--- config.mk ---
export PLATFORM = sky130hd
export DESIGN_NAME = serial_rom_config_loader
export DESIGN_NICKNAME = d
export VERILOG_FILES = /design/src/hw/rom_loader_pkg.sv /design/src/hw/rom_word_reader.sv /design/src/hw/serial_rom_config_loader.sv
export SDC_FILE = /design/constraint.sdc
export NUM_CORES = 1
export LEC_CHECK = 0
export BUFFER_PORTS_ARGS = -buffer_cell sky130_fd_sc_hd__buf_2
export CORE_ASPECT_RATIO = 2
export CORE_MARGIN = 4
export CORE_UTILIZATION = 64
export CTS_CLUSTER_DIAMETER = 150
export DETAILED_ROUTE_END_ITERATION = 8
export HOLD_SLACK_MARGIN = 0.05
export PLACE_DENSITY = 0.86
export SYNTH_ARGS = -nofsm -noshare
export SYNTH_HDL_FRONTEND = slang
export SYNTH_SLANG_ARGS = --single-unit
--- constraint.sdc ---
create_clock -name i_ref_clk -period 4.06 [get_ports i_ref_clk]
set_clock_uncertainty 0.15 [all_clocks]
set_input_delay 0.609 -clock i_ref_clk [delete_from_list [all_inputs] [get_ports i_ref_clk]]
set_output_delay 0.609 -clock i_ref_clk [all_outputs]
set_load 0.05 [all_outputs]
--- src/hw/rom_loader_pkg.sv ---
package rom_loader_pkg;

  // ----------------------------------------------------------------------
  // clock and serial timing
  // ----------------------------------------------------------------------
  localparam int CLK_PERIOD_NS = 40;
  // slow enough for a slow part's data-out delay to settle
  localparam int ROM_SK_HALF_NS = 500;
  localparam int ROM_SK_HALF_CYC =
    (ROM_SK_HALF_NS + CLK_PERIOD_NS - 1) / CLK_PERIOD_NS;
  localparam int SETTLE_CYC = 3;

  // ----------------------------------------------------------------------
  // serial rom word access
  // ----------------------------------------------------------------------
  localparam int ROM_ADDR_BITS = 6;
  localparam int ROM_WORD_BITS = 16;
  localparam int ROM_OPC_BITS = 3;
  localparam int ROM_CMD_BITS = ROM_OPC_BITS + ROM_ADDR_BITS;
  localparam int ROM_RISE_TOTAL = ROM_CMD_BITS + ROM_WORD_BITS;
  localparam logic [2:0] ROM_READ_OPC = 3'h6;

  localparam logic [5:0] WORD_FIRST = 6'h00;
  localparam logic [5:0] WORD_MAC_LOW = 6'h01;
  localparam logic [5:0] WORD_MAC_MID = 6'h02;
  localparam logic [5:0] WORD_MAC_HIGH = 6'h03;
  localparam logic [5:0] WORD_CONFIG = 6'h06;
  localparam logic [5:0] WORD_LAST = 6'h06;
  localparam int CFG_BUS_WIDTH_BIT = 0;

  // ----------------------------------------------------------------------
  // register map
  // ----------------------------------------------------------------------
  localparam logic [7:0] REG_CHIP_CONFIG = 8'h08;
  localparam logic [7:0] REG_STATION_ADDR_LOW = 8'h10;
  localparam logic [7:0] REG_STATION_ADDR_MID = 8'h12;
  localparam logic [7:0] REG_STATION_ADDR_HIGH = 8'h14;
  localparam logic [7:0] REG_SERIAL_ROM_CONTROL = 8'h22;

  localparam logic [15:0] SERIAL_ROM_CONTROL_RST = 16'h0000;
  localparam logic [15:0] STATION_ADDR_RST = 16'h0000;

  localparam int CCR_ROM_PRESENT_BIT = 9;
  localparam int CCR_BUS16_BIT = 7;
  localparam int CCR_BUS8_BIT = 6;
  localparam int CCR_BUS32_BIT = 5;

  localparam int CTL_DO_BIT = 0;
  localparam int CTL_CS_BIT = 1;
  localparam int CTL_SK_BIT = 2;
  localparam int CTL_DI_BIT = 3;
  localparam int CTL_SW_EN_BIT = 4;
  localparam logic [15:0] CTL_WR_MASK = 16'h001e;

endpackage : rom_loader_pkg

--- src/hw/rom_word_reader.sv ---
`timescale 1ns/1ps
`default_nettype none

module rom_word_reader
  import rom_loader_pkg::*;
(
  input wire logic i_ref_clk,
  input wire logic i_resetn,
  input wire logic i_start,
  input wire logic [5:0] i_addr,
  input wire logic i_rom_do_sync,
  output logic o_busy,
  output logic o_done,
  output logic [15:0] o_data,
  output logic o_cs,
  output logic o_sk,
  output logic o_di
);

  typedef enum logic [1:0] {RD_IDLE, RD_SHIFT, RD_TAIL} rd_state_e;

  rd_state_e state_ff, nxt_state;
  logic [5:0] half_ff, nxt_half;
  logic [4:0] rise_ff, nxt_rise;
  logic [8:0] cmd_ff, nxt_cmd;
  logic [15:0] data_ff, nxt_data;
  logic sk_ff, nxt_sk;
  logic done_ff, nxt_done;

  localparam logic [5:0] HALF_LAST = 6'(ROM_SK_HALF_CYC - 1);
  localparam logic [4:0] RISE_END = 5'(ROM_RISE_TOTAL);
  localparam logic [4:0] RISE_D15 = 5'(ROM_CMD_BITS + 1);

  // --------------------------------------------------------------------
  // one read: start bit, opcode, address msb first, then 16 data bits
  // --------------------------------------------------------------------
  always_comb begin
    nxt_state = state_ff;
    nxt_half = half_ff;
    nxt_rise = rise_ff;
    nxt_cmd = cmd_ff;
    nxt_data = data_ff;
    nxt_sk = sk_ff;
    nxt_done = 1'b0;
    unique case (state_ff)
      RD_IDLE: begin
        if (i_start) begin
          nxt_state = RD_SHIFT;
          nxt_cmd = {ROM_READ_OPC, i_addr};
          nxt_half = '0;
          nxt_rise = '0;
          nxt_sk = 1'b0;
        end
      end
      RD_SHIFT: begin
        nxt_half = half_ff + 6'h01;
        if (half_ff == HALF_LAST) begin
          nxt_half = '0;
          if (sk_ff) begin
            nxt_sk = 1'b0;
            nxt_cmd = {cmd_ff[7:0], 1'b0};
          end else begin
            // sampled at end of low phase: data has had a full period
            if (rise_ff >= RISE_D15) begin
              nxt_data = {data_ff[14:0], i_rom_do_sync};
            end
            if (rise_ff == RISE_END) begin
              nxt_state = RD_TAIL;
            end else begin
              nxt_sk = 1'b1;
              nxt_rise = rise_ff + 5'h01;
            end
          end
        end
      end
      RD_TAIL: begin
        nxt_half = half_ff + 6'h01;
        if (half_ff == HALF_LAST) begin
          nxt_state = RD_IDLE;
          nxt_done = 1'b1;
        end
      end
    endcase
  end

  always_ff @(posedge i_ref_clk or negedge i_resetn) begin
    if (!i_resetn) begin
      state_ff <= RD_IDLE;
      half_ff <= '0;
      rise_ff <= '0;
      cmd_ff <= '0;
      data_ff <= '0;
      sk_ff <= 1'b0;
      done_ff <= 1'b0;
    end else begin
      state_ff <= nxt_state;
      half_ff <= nxt_half;
      rise_ff <= nxt_rise;
      cmd_ff <= nxt_cmd;
      data_ff <= nxt_data;
      sk_ff <= nxt_sk;
      done_ff <= nxt_done;
    end
  end

  assign o_busy = (state_ff != RD_IDLE);
  assign o_done = done_ff;
  assign o_data = data_ff;
  assign o_cs = (state_ff == RD_SHIFT);
  assign o_sk = sk_ff;
  assign o_di = (state_ff == RD_SHIFT) & cmd_ff[8];

endmodule : rom_word_reader

`default_nettype wire

--- src/hw/serial_rom_config_loader.sv ---
// Behaviour
// - strap high: read words 0 to 6 after reset
// - strap low or floating: skip automatic load
// - 16-bit-word microwire rom, one word per access
// - loaded values land in host registers
// - software drives rom through control register 0x22
// - mac bytes from words 1-3, word 0 ignored
// - words 4, 5 and 7 upward unused
// - config word bit 0: 1=16-bit, 0=8-bit
// - bus width shown in chip config bits 7/6
// - 32-bit variant ignores bus width bit
// - chip config register at 0x08 read-only
`timescale 1ns/1ps
`default_nettype none

module serial_rom_config_loader
  import rom_loader_pkg::*;
#(
  parameter bit BUS32_VARIANT = 1'b0,
  parameter bit DEFAULT_BUS16 = 1'b1
) (
  input wire logic i_ref_clk,
  input wire logic i_resetn,
  input wire logic i_rom_present_strap,
  input wire logic i_rom_do,
  output logic o_rom_cs,
  output logic o_rom_sk,
  output logic o_rom_di,
  input wire logic [7:0] i_reg_addr,
  input wire logic i_reg_wr,
  input wire logic i_reg_rd,
  input wire logic [15:0] i_reg_wdata,
  output logic [15:0] o_reg_rdata,
  output logic o_bus16_sel,
  output logic o_load_done
);

  typedef enum logic [1:0] {LD_SETTLE, LD_ISSUE, LD_WAIT, LD_DONE} ld_state_e;

  // --------------------------------------------------------------------
  // pin synchronisers
  // --------------------------------------------------------------------
  logic strap_meta_ff, strap_sync_ff;
  logic do_meta_ff, do_sync_ff;

  always_ff @(posedge i_ref_clk or negedge i_resetn) begin
    if (!i_resetn) begin
      strap_meta_ff <= 1'b0;
      strap_sync_ff <= 1'b0;
      do_meta_ff <= 1'b0;
      do_sync_ff <= 1'b0;
    end else begin
      strap_meta_ff <= i_rom_present_strap;
      strap_sync_ff <= strap_meta_ff;
      do_meta_ff <= i_rom_do;
      do_sync_ff <= do_meta_ff;
    end
  end

  // --------------------------------------------------------------------
  // word reader
  // --------------------------------------------------------------------
  logic rd_busy, rd_done, rd_cs, rd_sk, rd_di;
  logic [15:0] rd_data;
  logic start_ff, nxt_start;
  logic [5:0] word_ff, nxt_word;

  rom_word_reader u_reader (
    .i_ref_clk(i_ref_clk),
    .i_resetn(i_resetn),
    .i_start(start_ff),
    .i_addr(word_ff),
    .i_rom_do_sync(do_sync_ff),
    .o_busy(rd_busy),
    .o_done(rd_done),
    .o_data(rd_data),
    .o_cs(rd_cs),
    .o_sk(rd_sk),
    .o_di(rd_di)
  );

  // --------------------------------------------------------------------
  // automatic load sequencer
  // --------------------------------------------------------------------
  ld_state_e state_ff, nxt_state;
  logic [1:0] settle_ff, nxt_settle;
  logic present_ff, nxt_present;
  logic [15:0] mac_low_ff, nxt_mac_low;
  logic [15:0] mac_mid_ff, nxt_mac_mid;
  logic [15:0] mac_high_ff, nxt_mac_high;
  logic bus16_ff, nxt_bus16;
  logic [15:0] ctl_ff, nxt_ctl;
  logic loaded;
  logic wr_hit_ctl;

  localparam logic [1:0] SETTLE_LAST = 2'(SETTLE_CYC - 1);

  assign loaded = (state_ff == LD_DONE);
  assign wr_hit_ctl = i_reg_wr && (i_reg_addr == REG_SERIAL_ROM_CONTROL);

  always_comb begin
    nxt_state = state_ff;
    nxt_settle = settle_ff;
    nxt_present = present_ff;
    nxt_start = 1'b0;
    nxt_word = word_ff;
    nxt_mac_low = mac_low_ff;
    nxt_mac_mid = mac_mid_ff;
    nxt_mac_high = mac_high_ff;
    nxt_bus16 = bus16_ff;
    nxt_ctl = ctl_ff;
    unique case (state_ff)
      LD_SETTLE: begin
        // strap is caught once the synchroniser has refilled after release
        nxt_settle = settle_ff + 2'h1;
        if (settle_ff == SETTLE_LAST) begin
          nxt_present = strap_sync_ff;
          if (strap_sync_ff) begin
            nxt_state = LD_ISSUE;
            nxt_word = WORD_FIRST;
          end else begin
            nxt_state = LD_DONE;
          end
        end
      end
      LD_ISSUE: begin
        if (!rd_busy) begin
          nxt_start = 1'b1;
          nxt_state = LD_WAIT;
        end
      end
      LD_WAIT: begin
        if (rd_done) begin
          // word 0, 4 and 5 are read but dropped
          unique case (word_ff)
            WORD_MAC_LOW: nxt_mac_low = rd_data;
            WORD_MAC_MID: nxt_mac_mid = rd_data;
            WORD_MAC_HIGH: nxt_mac_high = rd_data;
            WORD_CONFIG: nxt_bus16 = rd_data[CFG_BUS_WIDTH_BIT];
            default: ;
          endcase
          if (word_ff == WORD_LAST) begin
            nxt_state = LD_DONE;
          end else begin
            nxt_word = word_ff + 6'h01;
            nxt_state = LD_ISSUE;
          end
        end
      end
      LD_DONE: begin
        if (i_reg_wr) begin
          unique case (i_reg_addr)
            REG_STATION_ADDR_LOW: nxt_mac_low = i_reg_wdata;
            REG_STATION_ADDR_MID: nxt_mac_mid = i_reg_wdata;
            REG_STATION_ADDR_HIGH: nxt_mac_high = i_reg_wdata;
            default: ;
          endcase
        end
      end
    endcase
    if (wr_hit_ctl) begin
      nxt_ctl = i_reg_wdata & CTL_WR_MASK;
    end
  end

  always_ff @(posedge i_ref_clk or negedge i_resetn) begin
    if (!i_resetn) begin
      state_ff <= LD_SETTLE;
      settle_ff <= '0;
      present_ff <= 1'b0;
      start_ff <= 1'b0;
      word_ff <= WORD_FIRST;
      mac_low_ff <= STATION_ADDR_RST;
      mac_mid_ff <= STATION_ADDR_RST;
      mac_high_ff <= STATION_ADDR_RST;
      bus16_ff <= DEFAULT_BUS16;
      ctl_ff <= SERIAL_ROM_CONTROL_RST;
    end else begin
      state_ff <= nxt_state;
      settle_ff <= nxt_settle;
      present_ff <= nxt_present;
      start_ff <= nxt_start;
      word_ff <= nxt_word;
      mac_low_ff <= nxt_mac_low;
      mac_mid_ff <= nxt_mac_mid;
      mac_high_ff <= nxt_mac_high;
      bus16_ff <= nxt_bus16;
      ctl_ff <= nxt_ctl;
    end
  end

  // --------------------------------------------------------------------
  // host view and pins
  // --------------------------------------------------------------------
  logic [15:0] rdata_ff, nxt_rdata;
  logic [15:0] ccr_val;
  logic cs_pin_ff, nxt_cs_pin;
  logic sk_pin_ff, nxt_sk_pin;
  logic di_pin_ff, nxt_di_pin;
  logic bus16_out_ff, nxt_bus16_out;
  logic done_out_ff, nxt_done_out;
  logic sw_mode;
  logic shown;

  // reads follow o_load_done, not the sequencer state, so the host never
  // sees a loaded value in the cycle before the done pin rises
  assign shown = done_out_ff;

  // software owns the pins only once the automatic load is finished
  assign sw_mode = loaded && ctl_ff[CTL_SW_EN_BIT];

  always_comb begin
    ccr_val = '0;
    ccr_val[CCR_ROM_PRESENT_BIT] = present_ff;
    if (BUS32_VARIANT) begin
      ccr_val[CCR_BUS32_BIT] = 1'b1;
    end else begin
      ccr_val[CCR_BUS16_BIT] = bus16_ff;
      ccr_val[CCR_BUS8_BIT] = !bus16_ff;
    end
    nxt_rdata = rdata_ff;
    if (i_reg_rd) begin
      nxt_rdata = '0;
      unique case (i_reg_addr)
        REG_CHIP_CONFIG: nxt_rdata = shown ? ccr_val : '0;
        REG_STATION_ADDR_LOW: nxt_rdata = shown ? mac_low_ff : '0;
        REG_STATION_ADDR_MID: nxt_rdata = shown ? mac_mid_ff : '0;
        REG_STATION_ADDR_HIGH: nxt_rdata = shown ? mac_high_ff : '0;
        REG_SERIAL_ROM_CONTROL: begin
          nxt_rdata = ctl_ff;
          nxt_rdata[CTL_DO_BIT] = do_sync_ff;
        end
        default: nxt_rdata = '0;
      endcase
    end
    nxt_cs_pin = sw_mode ? ctl_ff[CTL_CS_BIT] : rd_cs;
    nxt_sk_pin = sw_mode ? ctl_ff[CTL_SK_BIT] : rd_sk;
    nxt_di_pin = sw_mode ? ctl_ff[CTL_DI_BIT] : rd_di;
    nxt_bus16_out = BUS32_VARIANT ? 1'b0 : bus16_ff;
    nxt_done_out = loaded;
  end

  always_ff @(posedge i_ref_clk or negedge i_resetn) begin
    if (!i_resetn) begin
      rdata_ff <= '0;
      cs_pin_ff <= 1'b0;
      sk_pin_ff <= 1'b0;
      di_pin_ff <= 1'b0;
      bus16_out_ff <= 1'b0;
      done_out_ff <= 1'b0;
    end else begin
      rdata_ff <= nxt_rdata;
      cs_pin_ff <= nxt_cs_pin;
      sk_pin_ff <= nxt_sk_pin;
      di_pin_ff <= nxt_di_pin;
      bus16_out_ff <= nxt_bus16_out;
      done_out_ff <= nxt_done_out;
    end
  end

  assign o_reg_rdata = rdata_ff;
  assign o_rom_cs = cs_pin_ff;
  assign o_rom_sk = sk_pin_ff;
  assign o_rom_di = di_pin_ff;
  assign o_bus16_sel = bus16_out_ff;
  assign o_load_done = done_out_ff;

endmodule : serial_rom_config_loader

`default_nettype wire

==> impl_metrics.py <==
metrics = {
    "yosys": {
        "synthXorXnorAreaFrac": 0.00547,
        "muxShareOfSynthArea": 0.100,
        "syn_area_um2": 6400,
        "synth_compound_area_frac": 0.183,
        "ys_seq_area_frac": 0.508,
        "yosys_most_used_dff": "dfrtp_1",
        "synthAdderAreaFrac": 0.0352,
        "syn-mean-instance-area_um2": 11.3,
        "synthArstFlopShare": 1.00,
        "synth.distinct_cells": 65,
        "synth_cells": 569,
        "synth-simple-area-share": 0.131,
        "ys_ff_latch": 130,
        "syn_nets": 617,
        "synthTopCellsByArea": "dfrtp_1 (50%), o22a_1 (6.6%), mux2i_1 (5.8%)",
        "synth_edf_count": 0,
        "synth_top_family_by_area": "compound AO/OA/AOI/OAI gates",
        "yosysWarnings": 0,
        "synth_top_area_share": 0.504,
        "synth_largest_area_cell": "dfrtp_1",
    },
    "setup_path": {
        "crit_arrival_ps": 3220,
        "critical_path_depth": 5,
        "slowest_delay_ps": 950,
        "cp-start-kind": "flop",
        "path_buf_inv": 1,
        "worst_path_max_delay_cell": "a221oi_2",
        "r2r_end": "mac_high_ff[13]",
        "required_ps": 4250,
        "critPathTopFamily": "compound AO/OA/AOI/OAI gates",
        "crit_chain": "inv_1 > ha_1 > o211ai_1 > a221oi_2 > o22a_1",
        "cp_max_fo": 17,
        "worst-r2r-cell-count": 5,
        "startpoint": "state_ff[0]",
        "crit_type": "flop to flop",
        "r2r_start": "state_ff[0]",
        "reg2reg_slack_ps": 1030,
        "endpoint": "mac_high_ff[13]",
        "crit_path_end_kind": "flop",
    },
    "grt": {
        "grt_pass1_vias": 5060,
        "overflow": 0,
        "grtUsageTotal": 0.271,
        "grt_antenna_before_repair": 0,
        "grt_max_degree": 70,
        "grt_pass1_wl_mm": 24.6,
    },
    "routing": {
        "drtIter0Drc": 370,
        "detail_route.wl_per_cell_um": 19.7,
        "wl_mm": 14.9,
        "postRouteAntennaNets": 0,
        "drt-pass1-iter-count": 5,
        "vias_per_cell": 6.32,
        "vias": 4780,
        "drc": 0,
    },
    "sta": {
        "fin_crit_sh": 0.746,
        "min_period_ps": 3030,
        "slew_viol_final": 0,
        "relSlewSlack": 0.205,
        "worst_slew_pin_slew_ps": 1190,
        "max_freq_mhz": 330,
        "rsz0062_at_grt": "false",
        "fin_ws_ps": 1030,
        "fin_tns_setup_ps": 0,
        "finalHoldViolations": 0,
        "setup_violations": 0,
    },
    "finish": {
        "stdcell_count": 756,
        "fin_nets": 660,
        "diodes": 0,
        "layout-drive-gt1-share": 0.204,
        "final_common_cell": "dfrtp_1",
        "fin_area_um2": 7320,
        "mostFrequentLayoutCells": "dfrtp_1 (129), nand2_1 (58), buf_2 (49), o22a_1 (48), mux2i_1 (37)",
        "area_growth_syn_to_layout_pct": 14.3,
    },
    "clock_tree": {
        "clkTransAtPathRegs_ps": 60,
        "clock_latency_ps": 410,
        "post_cts_buffers": 0,
        "htreeDepth": 4,
        "max-clock-path-buffers": 2,
        "ctsRootBufferMaster": "clkbuf_16",
        "cts.repair.resized": 0,
        "cts_hold_buf": 0,
        "cts_buffers": 17,
        "cts_tree": "done",
        "cts_num_sinks": 130,
    },
    "place": {
        "dp_cells": 725,
        "dp_hpwl_mm": 10.5,
        "portBuffers": 50,
        "pre_cts_ws_ps": 1100,
        "place.gp.congestion": 0.896,
        "dpl-instance-area_um2": 6730,
    },
    "status": {
        "status": "finished, final reports clean",
    },
    "floorplan": {
        "ios": 51,
        "rows": 51,
        "die_w_um": 78.7,
        "coreArea_um2": 9760,
        "initial_core_util": 0.656,
        "die-area_um2": 11800,
        "die_h_um": 149,
    },
    "power_and_ir_drop": {
        "total_leakage_power_uw": 0.00327,
        "vdd_drop_max_v": 0.000515,
        "power_density_nw_per_um2": 741,
    },
    "run": {
        "maxCapViolCount": 0,
    },
    "worst_hold_path": {
        "hold_class": "input pin to asynchronous set/reset pin",
    },
}
[metal layers]
layer,share of wire,GRT usage
met1,0.36,0.276
met2,0.57,0.502
met3,0.032,0.0542
met4,0.036,0.152
met5,0,0
[flip-flops by register name (all words and copies together) (netlist names), 2 cells and up]
register / flops
u_reader.rise_ff: 5
u_reader.o_data: 16
o_reg_rdata: 16
word_ff: 6
mac_high_ff: 16
mac_low_ff: 16
u_reader.cmd_ff: 9
u_reader.state_ff: 2
state_ff: 2
u_reader.half_ff: 6
mac_mid_ff: 16
settle_ff: 2
ctl_ff: 4
[where the power goes]
part	leakage [µW]	internal, µW	switching [µW]
sequential	0.00166	1670	253
combinational	0.00134	815	1190
clock	0.000270	933	558
total	0.00327	3420	2000
[synth_stat cells, types with 3 or more instances]
cell	n
dfrtp_1	129
nand2_1	58
o22a_1	48
mux2i_1	37
inv_1	26
mux2_2	24
clkbuf_1	20
nand2b_1	19
ha_1	18
o22ai_1	14
o21ai_0	13
nor2_1	9
nor3_1	9
a21oi_1	8
a2bb2oi_1	8
buf_2	8
nand3_1	8
a22o_1	7
nand4_1	7
o211ai_1	7
nor3b_1	6
o2bb2ai_1	6
a32oi_1	5
nor4b_1	5
o21a_1	5
and3_1	4
o41ai_1	4
or3b_2	4
and2_1	3
nor2b_1	3
nor4_1	3
or2_2	3
xor2_1	3
[metrics by stage]
| stage | total power [µW] | hold WS (ps) | util |
|---|---|---|---|
| finish | 5420 | 132 | 0.750 |
| global route | 5730 | 148 | 0.750 |
| CTS | 5430 | 144 | 0.750 |
| detailed placement | 3900 | 185 | 0.690 |
| global placement | 3760 | 182 | 0.690 |
| floorplan | 3420 | 163 | - |
[cells by family after synthesis]
group / Yosys count
AND/OR/NAND/NOR: 153
AO/OA/AOI/OAI: 146
flip-flops: 130
multiplexers: 61
buffers and inverters: 57
adder cells (fa/ha/maj): 18
XOR/XNOR: 4
[layout make-up]
| type | instances | area [µm²] |
|---|---|---|
| sequential | 130 | 3250 |
| clock buffer | 19 | 453 |
| clock inverter | 12 | 133 |
| tap | 132 | 165 |
| inverter | 26 | 97.6 |
| timing repair buffer | 55 | 303 |
| multi-input combinational | 382 | 2910 |
| fill | 641 | 2440 |
[worst min path at each step]
stage               cells after the start               to                start  slack (ps)
finish                                  1   mac_mid_ff[13]             i_resetn         130
global route                            1    strap_meta_ff  i_rom_present_strap         150
CTS                                     1  o_reg_rdata[13]             i_resetn         140
detailed placement                      0       do_sync_ff           do_meta_ff         180
global placement                        0       do_sync_ff           do_meta_ff         180
floorplan                               0        ctl_ff[1]             i_resetn         160
Power figures use the tool's default switching activity.
